==> config.mk <==
export PLATFORM = sky130hd
export DESIGN_NAME = enclave_enum_optin_gate
export DESIGN_NICKNAME = d
export VERILOG_FILES = /design/src/rtl/enclave_gate_pkg.sv /design/src/rtl/enclave_enum_optin_gate.sv
export SDC_FILE = /design/constraint.sdc
export NUM_CORES = 1
export LEC_CHECK = 0
export BUFFER_PORTS_ARGS = -buffer_cell sky130_fd_sc_hd__buf_2
export CAP_MARGIN = 25
export CORE_AREA = 5 5 100 102
export CTS_CLUSTER_SIZE = 20
export DETAILED_ROUTE_END_ITERATION = 10
export DIE_AREA = 0 0 105 107
export PLACE_DENSITY = 0.66
export SYNTH_ARGS = -nofsm -noshare
export SYNTH_HDL_FRONTEND = slang
export SYNTH_SLANG_ARGS = --single-unit
==> constraint.sdc <==
create_clock -name clk_in -period 1.9 [get_ports clk_in]
set_input_delay 0.19 -clock clk_in [delete_from_list [all_inputs] [get_ports clk_in]]
set_output_delay 0.19 -clock clk_in [all_outputs]
set_load 0.005 [all_outputs]
==> src/rtl/enclave_gate_pkg.sv <==
package enclave_gate_pkg;
   localparam logic [31:0] LEAF_FEATURES = 32'h0000_0007;
   localparam logic [31:0] LEAF_ENCLAVE = 32'h0000_0012;
   localparam int SUPPORT_FLAG_POS = 2;
   localparam int LOCK_POS = 0;
   localparam int OPT_IN_POS = 18;
   localparam int FIRST_GEN_POS = 0;
   localparam int SECOND_GEN_POS = 1;
   localparam int VIRT_CHILD_POS = 5;
   localparam int CONFLICT_POS = 6;
   localparam int MAX_SECTIONS = 2;
   localparam logic [3:0] SUBLEAF_INVALID = 4'h0;
   localparam logic [3:0] SUBLEAF_SECTION = 4'h1;
   localparam logic [31:0] FEATURE_CONTROL_RESET = 32'h0000_0000;

   typedef struct packed {
      logic [31:0] word_a;
      logic [31:0] word_b;
      logic [31:0] word_c;
      logic [31:0] word_d;
   } query_result_s;

   typedef struct packed {
      logic [31:0] leaf;
      logic [31:0] subleaf;
   } query_req_s;

   typedef enum logic [1:0] {
      OUTCOME_AVAILABLE,
      OUTCOME_INVALID_OPCODE,
      OUTCOME_GENERAL_PROTECTION
   } gate_outcome_e;
endpackage

==> src/rtl/enclave_enum_optin_gate.sv <==
// Notes on behaviour
// RULE_01: Leaf 07H sub-leaf 0 word b bit 2 reports enclave support when implemented.
// RULE_02: Firmware sets opt-in bit 18 before software uses enclave resources.
// RULE_03: Opt-in bit writes follow lock rules; opted in only when both set.
// RULE_04: Opt-in bit never changes any query result.
// RULE_05: No support gives invalid opcode; missing lock or opt-in gives protection fault.
// RULE_06: With support, leaf 12H answers through its sub-leaves.
// RULE_07: Sub-leaf count depends on configuration; at least three sub-leaves non-zero.
// RULE_08: Each thread instance answers leaf 12H from its own settings.
// RULE_09: Sub-leaf 0 word a bits 0 and 1 flag first and second generation.
// RULE_10: Word a bit 5 virtual child, bit 6 conflict; other bits zero.
// RULE_11: Sub-leaf 0 word b is misc feature vector; word c zero.
// RULE_12: Word d holds size exponents in 7:0 and 15:8; upper bits zero.
// RULE_13: Sub-leaf 1 gives 128-bit attribute mask, low word first.
// RULE_14: Sub-leaves above 1 enumerate protected enclave memory sections.
// RULE_15: Sub-leaf type in bits 3:0: zero means invalid all-zero, one a section.
// RULE_16: Capability values are build-time parameters.
module enclave_enum_optin_gate
#(
   parameter bit SUPPORTED = 1'b1,
   parameter bit FIRST_GEN = 1'b1,
   parameter bit SECOND_GEN = 1'b1,
   parameter bit VIRT_CHILD = 1'b0,
   parameter bit CONFLICT = 1'b0,
   parameter logic [31:0] MISC_VECTOR = 32'h0000_0001,
   parameter logic [7:0] MAX_SIZE_LEGACY = 8'h1F,
   parameter logic [7:0] MAX_SIZE_LONG = 8'h24,
   parameter logic [127:0] ATTR_MASK = 128'h0000_0000_0000_001F_0000_0000_0000_0036,
   parameter logic [51:0] SECTION_BASE = 52'h0_0000_8000_0000,
   parameter logic [51:0] SECTION_SIZE = 52'h0_0000_0400_0000,
   parameter logic [3:0] SECTION_PROT = 4'h1
)
(
   // Clock and reset
   input wire logic clk_in,
   input wire logic rstn_in,
   // Feature control register write port
   input wire logic fc_wr_in,
   input wire logic [31:0] fc_wdata_in,
   output logic [31:0] fc_rdata_out,
   output logic fc_wr_refused_out,
   // Identification query
   input wire logic query_valid_in,
   input wire enclave_gate_pkg::query_req_s query_in,
   output logic result_valid_out,
   output enclave_gate_pkg::query_result_s result_out,
   // Enclave instruction gate
   input wire logic enclave_instr_in,
   output logic invalid_opcode_fault_out,
   output logic general_protection_fault_out,
   output logic instr_available_out,
   output enclave_gate_pkg::gate_outcome_e outcome_out
);
   import enclave_gate_pkg::*;

   logic lock_ff, nxt_lock;
   logic opt_in_ff, nxt_opt_in;
   logic refused_ff, nxt_refused;
   logic opted_in;
   gate_outcome_e outcome;

   // Like the lock, opt-in is only writable while unlocked; the write that sets lock
   // also captures opt-in, after which both stay fixed until reset.
   always_comb
   begin
      nxt_lock = lock_ff;
      nxt_opt_in = opt_in_ff;
      nxt_refused = 1'b0;
      if (fc_wr_in)
      begin
         if (!lock_ff)
         begin
            nxt_lock = fc_wdata_in[LOCK_POS]; // RULE_03
            nxt_opt_in = fc_wdata_in[OPT_IN_POS] & SUPPORTED; // RULE_03
         end
         else
         begin
            nxt_refused = 1'b1;
         end
      end
   end

   always_ff @(posedge clk_in)
   begin
      if (!rstn_in)
      begin
         lock_ff <= FEATURE_CONTROL_RESET[LOCK_POS];
         opt_in_ff <= FEATURE_CONTROL_RESET[OPT_IN_POS];
         refused_ff <= 1'b0;
      end
      else
      begin
         lock_ff <= nxt_lock;
         opt_in_ff <= nxt_opt_in;
         refused_ff <= nxt_refused;
      end
   end

   always_comb
   begin
      fc_rdata_out = 32'h0000_0000;
      fc_rdata_out[LOCK_POS] = lock_ff;
      fc_rdata_out[OPT_IN_POS] = opt_in_ff;
   end
   assign fc_wr_refused_out = refused_ff;

   assign opted_in = lock_ff & opt_in_ff; // RULE_03

   always_comb
   begin
      if (!SUPPORTED)
         outcome = OUTCOME_INVALID_OPCODE; // RULE_05
      else if (!opted_in)
         outcome = OUTCOME_GENERAL_PROTECTION; // RULE_05
      else
         outcome = OUTCOME_AVAILABLE;
   end
   assign outcome_out = outcome;
   assign invalid_opcode_fault_out = enclave_instr_in && outcome == OUTCOME_INVALID_OPCODE;
   assign general_protection_fault_out =
      enclave_instr_in && outcome == OUTCOME_GENERAL_PROTECTION;
   assign instr_available_out = enclave_instr_in && outcome == OUTCOME_AVAILABLE;

   // Query answer: a pure function of parameters and request, never of opt-in, so that
   // the answer cannot reveal firmware state; each thread instance has its own copy.
   query_result_s nxt_result, result_ff;
   logic result_valid_ff;
   logic nxt_result_valid;
   logic [31:0] sect_idx;

   always_comb
   begin
      nxt_result = '0;
      nxt_result_valid = query_valid_in;
      sect_idx = query_in.subleaf - 32'h0000_0002;
      if (query_in.leaf == LEAF_FEATURES && query_in.subleaf == 32'h0000_0000)
      begin
         nxt_result.word_b[SUPPORT_FLAG_POS] = SUPPORTED; // RULE_01 RULE_04
      end
      else if (query_in.leaf == LEAF_ENCLAVE && SUPPORTED) // RULE_06 RULE_08
      begin
         if (query_in.subleaf == 32'h0000_0000)
         begin
            nxt_result.word_a[FIRST_GEN_POS] = FIRST_GEN; // RULE_09 RULE_16
            nxt_result.word_a[SECOND_GEN_POS] = SECOND_GEN; // RULE_09
            nxt_result.word_a[VIRT_CHILD_POS] = VIRT_CHILD; // RULE_10
            nxt_result.word_a[CONFLICT_POS] = CONFLICT; // RULE_10
            nxt_result.word_b = MISC_VECTOR; // RULE_11
            nxt_result.word_d = {16'h0000, MAX_SIZE_LONG, MAX_SIZE_LEGACY}; // RULE_12
         end
         else if (query_in.subleaf == 32'h0000_0001)
         begin
            nxt_result.word_a = ATTR_MASK[31:0]; // RULE_13
            nxt_result.word_b = ATTR_MASK[63:32]; // RULE_13
            nxt_result.word_c = ATTR_MASK[95:64]; // RULE_13
            nxt_result.word_d = ATTR_MASK[127:96]; // RULE_13
         end
         else if (sect_idx < 32'(MAX_SECTIONS - 1)) // RULE_14 RULE_07
         begin
            nxt_result.word_a = {SECTION_BASE[31:12], 8'h00, SUBLEAF_SECTION}; // RULE_15
            nxt_result.word_b = {12'h000, SECTION_BASE[51:32]};
            nxt_result.word_c = {SECTION_SIZE[31:12], 8'h00, SECTION_PROT};
            nxt_result.word_d = {12'h000, SECTION_SIZE[51:32]};
         end
         // Further sub-leaves stay all zero, type SUBLEAF_INVALID. RULE_15
      end
      // Between queries the last answer stands, whatever firmware writes meanwhile
      if (!query_valid_in)
      begin
         nxt_result = result_ff;
      end
   end

   always_ff @(posedge clk_in)
   begin
      if (!rstn_in)
      begin
         result_ff <= '0;
         result_valid_ff <= 1'b0;
      end
      else
      begin
         result_ff <= nxt_result;
         result_valid_ff <= nxt_result_valid;
      end
   end
   assign result_out = result_ff;
   assign result_valid_out = result_valid_ff;
endmodule

Word level (Yosys, flattened, before mapping)
Index checks and enable logic that the tools add are counted.
- register bits after elaboration: 132
- logic and storage cells: 40
- bits of input ports: 101
- output and inout bits: 167
- equality and inequality tests: 5
- multiplexer cells: 15
- add/sub/neg operators: 1
- bitwise gates (word level): 2
- reductions and logical operators: 8
- order comparisons: 1
- operators by type and width (operator ; number):
    128-bit 2-to-1 mux ; 3
    66-bit 2-to-1 mux ; 1
    32-bit 2-to-1 mux ; 2
    61-bit 2-to-1 mux ; 1
    34-bit 2-to-1 mux ; 1
    32-bit by 1-bit == test with 1-bit output (second input constant) ; 1
    32-bit by 3-bit == test with 1-bit output (second input constant) ; 1
    32-bit by 5-bit == test with 1-bit output (second input constant) ; 1
    32-bit logical NOT ; 1
    32-bit by 1-bit less-than comparator with 1-bit output (second input constant) ; 1
    32-bit by 2-bit subtractor with 32-bit output (second input constant) ; 1
    25-bit 2-to-1 mux ; 1
    1-bit logical AND ; 4
    2-bit 2-to-1 mux ; 2
    2-bit AND reduction ; 2
    1-bit 2-to-1 mux ; 3
    3-bit 2-to-1 mux ; 1
    2-bit by 1-bit == test with 1-bit output (second input constant) ; 1
    2-bit == test (second input constant) ; 1
    2-bit logical NOT ; 1
    1-bit AND ; 1
    1-bit inverter ; 1

Longest topological paths before layout
- depth in word-level cells: 7
- depth in mapped cells: 8
- depth with buffers taken out: 8

Least setup slack after synthesis
OpenSTA, ideal clock, no wires.
- kind: input port to flip-flop
- start point: in query_in[1] (netlist bit)
- end point: reg result_ff (netlist bit result_out[96])
- arrival time: 1.920 ns
- data required time: 1.827 ns
- slack: -0.093 ns
- stages: 8
- cells stage by stage: inv_1 ha_1 or3b_2 nor4_2 mux2_2 nor4_1 nand4_2 o211ai_2
- longest elaborated chain between the ends: 7
- ends and longest elaborated chain (item ; line ; source):
    start, declared ; enclave_enum_optin_gate.sv:44 ; input wire enclave_gate_pkg::query_req_s query_in,
    32-bit by 2-bit subtractor with 32-bit output ; enclave_enum_optin_gate.sv:135 ; sect_idx = query_in.subleaf - 32'h0000_0002;
    32-bit by 1-bit less-than comparator with 1-bit output ; enclave_enum_optin_gate.sv:158 ; else if (sect_idx < 32'(MAX_SECTIONS - 1))
    128-bit 2-to-1 mux ; enclave_enum_optin_gate.sv:158 ;
    128-bit 2-to-1 mux ; enclave_enum_optin_gate.sv:151 ; else if (query_in.subleaf == 32'h0000_0001)
    34-bit 2-to-1 mux ; enclave_enum_optin_gate.sv:142 ; if (query_in.subleaf == 32'h0000_0000)
    128-bit 2-to-1 mux ; enclave_enum_optin_gate.sv:140 ; else if (query_in.leaf == LEAF_ENCLAVE && SUPPORTED)
    61-bit 2-to-1 mux * ; enclave_enum_optin_gate.sv:136 ; if (query_in.leaf == LEAF_FEATURES && query_in.subleaf == 32'h0000_0000)
    end signal, assigned ; enclave_enum_optin_gate.sv:183 ; result_ff <= nxt_result;
    end, declared ; enclave_enum_optin_gate.sv:126 ; query_result_s nxt_result, result_ff;
Every way passes the cells marked *; elsewhere a longest branch is shown, timed or not.
A chain may end at the register's enable or synchronous reset.

Worst setup path after layout
- start point: in query_in[4] (netlist bit)
- end point: reg result_ff (netlist bit result_out[96])
The elaborated chain is that of the path after synthesis.

==> metrics.yaml <==
p_int_mw: 0.4744
pwr-share-clk: 0.326
switching_power_mw: 0.2208
setup_viol_count_final: 1
cap_violations: 0
ys_seq_area_frac: 0.1112
post-route-util: 0.2356
crit_path_end_kind: "flop"
hold_violations: 0
cts-buffers-inserted: 3
syn_area_um2: 1981
power.density_nw_per_um2: 327.0
yosysUniqueCellTypes: 40
viasPerCell: 3.279
die_width_um: 105
cp_cell_sequence: "buf_6 > or4_4 > nor4_4 > mux2_4 > nor4_4 > nand4_2 > o211ai_2"
port_buffers: 98
grt_pass1_vias: 1295
dr.first_iter.drc_count: 30
required_ps: 2060
synthesis.instances: 250
fin_crit_ps: 1905
drv_slew: 0
fin_skew_ps: 0.06983
post-route-period-util: 1.003
max_freq_ghz: 0.5249
avgRoutedWirePerCell_um: 10.14
die_area_um2: 11240
rsz0062_at_grt: "true"
place_ws_ps: -340.8
worst_slack_ps: -5.033
critical-path-top-delay-family: "simple AND/OR/NAND/NOR gates"
grt_max_degree: 13
clockRootBuffer: "clkbuf_8"
cp-startpoint: "query_in[4]"
die_h_um: 107
vdd_drop_max_mv: 0.1391
ys_seq_elements: 11
violations: "setup timing"
start_util: 0.2196
h-tree-depth: 1
r2r-end: "opt_in_ff$_SDFFE_PN0P_"
grt_overflow: 0
core_area_um2: 9021
path_common_cell: "nor4_4"
track_usage: 0.06427
power_leakage_nw: 1.236
path_buf_inv: 1
worstReg2RegStart: "lock_ff$_SDFFE_PN0P_"
cp_slowest_stage_delay_ps: 540
drtPass1Iterations: 4
drtAntennaViolNets: 0
crit_type: "in -> reg"
min_to: "fc_wr_refused_out$_SDFF_PN0_"
synth.avg_cell_area_um2: 7.923
p_comb_frac: 0.330
hp-start: "fc_wr_in"
nets: 443
cp-start-kind: "input pin"
route.detailed.drc: 0
cts_sinks: 11
ys.warnings.count: 0
hold_depth: 2
dp_hpwl_um: 4237
path_depth: 7
hp-class: "in -> reg"
hold_buffers: 0
clk_pin_slew_worst_paths_ps: 50
rows: 35
antenna_cells: 0
status: "complete, but fails checks"
area_delta_synth_final_pct: 7.328
crit_arrival_ps: 2070
rrSetupSlack_ps: 1040
via_count: 1479
drive_above_1_share: 0.3618
sequentialPowerShare: 0.344
rr_worst_depth: 3
drt-total-wl_um: 4575
critPathMaxFanout: 3
gp_congestion: 0.7927
cts_tree: "built"
grt_antenna_before_repair: 0
power_mw: 0.6951
cts_buffer_depth: 2
switching_share: 0.3176
io-pin-count: 268
grt_first_pass_wirelength_um: 6127
clock_latency_ps: 230
crit_slowest_cell: "or4_4"
==> layer usage <==
| metal | vias up | GRT usage | share of wire |
|---|---|---|---|
| li1 | 706 | - | - |
| met1 | 646 | 0.07932 | 0.35 |
| met2 | 123 | 0.1115 | 0.50 |
| met3 | 4 | 0.01385 | 0.13 |
| met4 | 0 | 0.01918 | 0.0085 |
| met5 | - | 0 | 0 |
==> cell families after synthesis <==
kind of cell    Yosys count  share of synthesized area
compound gates            7                    0.03284
xor+xnor                  4                    0.01769
fa+ha+maj                 1                   0.006316
buf+inv                 161                     0.5989
flops                    11                     0.1112
mux                       3                    0.01579
other cells               1                   0.001893
simple gates             62                     0.2154
==> worst max path at each step <==
stage / endpoint / slack [ps]
3_5_place_dp: result_out[96]$_SDFFE_PN0P_ / -340
5_1_grt: result_out[96]$_SDFFE_PN0P_ / -80
4_1_cts: result_out[96]$_SDFFE_PN0P_ / -5
6_report: result_out[96]$_SDFFE_PN0P_ / -5
2_1_floorplan: result_out[96]$_SDFFE_PN0P_ / -10
3_3_place_gp: result_out[96]$_SDFFE_PN0P_ / -250
==> cell type report <==
type	instances	area [um^2]
Tap cell	111	138.9
Timing Repair Buffer	104	550.5
Clock buffer	4	45.04
Sequential cell	11	220.2
Inverter	5	36.28
Multi-Input combinational cell	216	1135
Fill cell	1018	6895
==> layout by cell type (no fill, tap or decap), drive strengths merged, types with 3 or more instances in the layout <==
cell and instances:
conb 139, clkbuf 4, dfxtp 11, xor2 3
and3 3, nor2b 5, nand2 8, and2 4
nor4 11, nor2 5, nand4 4, nand3 3
nor3 6, inv 5, buf 104, nand2b 3
==> per-stage QoR <==
stage / setup TNS [ps] / hold slack [ps] / cell area [um^2] / cells
global route: -238.8 / 227.0 / 2126 / 451
CTS: -4.533 / 210.1 / 2120 / 451
finish: -5.033 / 217.3 / 2126 / 451
detailed placement: -1009 / 454.0 / 2066 / 447
global placement: -718.2 / 441.5 / 2066 / 447
floorplan: -11.16 / 311.7 / 2559 / 388
==> timing repair <==
action	CTS	global route
setup endpoints to repair	3	3
setup buffers	0	0
gates resized for setup	2	1
pin swaps	5	1
cloned	0	0
==> state kept, by name, indices dropped and copies added, names as in the netlist <==
register / cells
opt_in_ff: 1
result_out: 7
result_valid_out: 1
fc_wr_refused_out: 1
lock_ff: 1
==> power groups by stage <==
| stage | Clock (mW) | Combinational, mW | Sequential (mW) |
|---|---|---|---|
| after global placement | 0 | 0.214 | 0.244 |
| after detailed placement | 0 | 0.215 | 0.244 |
| after global routing | 0.241 | 0.259 | 0.240 |
| after floorplan | 0 | 0.317 | 0.243 |
| after CTS | 0.237 | 0.218 | 0.239 |
| final | 0.227 | 0.229 | 0.239 |
==> Yosys cell counts <==
cell       count  share of area
xnor2_1        1         0.0044
buf_4        155           0.59
xor2_1         3          0.013
nand4_2        1         0.0063
ha_1           1         0.0063
nand2b_1       3         0.0095
mux2i_1        2          0.010
inv_1          5         0.0095
nor4_2         1         0.0063
a21boi_1       2         0.0076
and3_1         3         0.0095
nand3_1        2         0.0051
or4_1          1         0.0038
nor4_1         9          0.028
nor4b_1        1         0.0044
nor4bb_1       1         0.0051
nor3_2         1         0.0051
nor2b_1        5          0.016
or4_4          1         0.0057
a21oi_1        1         0.0025
or3b_2         1         0.0044
mux2_2         1         0.0057
nand3_2        1         0.0051
clkbuf_1       1         0.0019
or3_1          1         0.0032
and2_1         4          0.013
conb_1         1         0.0019
nand3b_4       1          0.010
nor3_1         5          0.013
nand2_1        8          0.015
nand4bb_1      1         0.0057
o22ai_1        2         0.0063
nor4b_2        1         0.0076
dfxtp_1       11           0.11
nand4b_1       1         0.0044
nor2_1         5         0.0095
nand4_1        3         0.0095
nor4_4         1          0.011
o2bb2a_4       1          0.010
o211ai_2       1         0.0063
No activity file was read; power rests on OpenSTA's default activity.
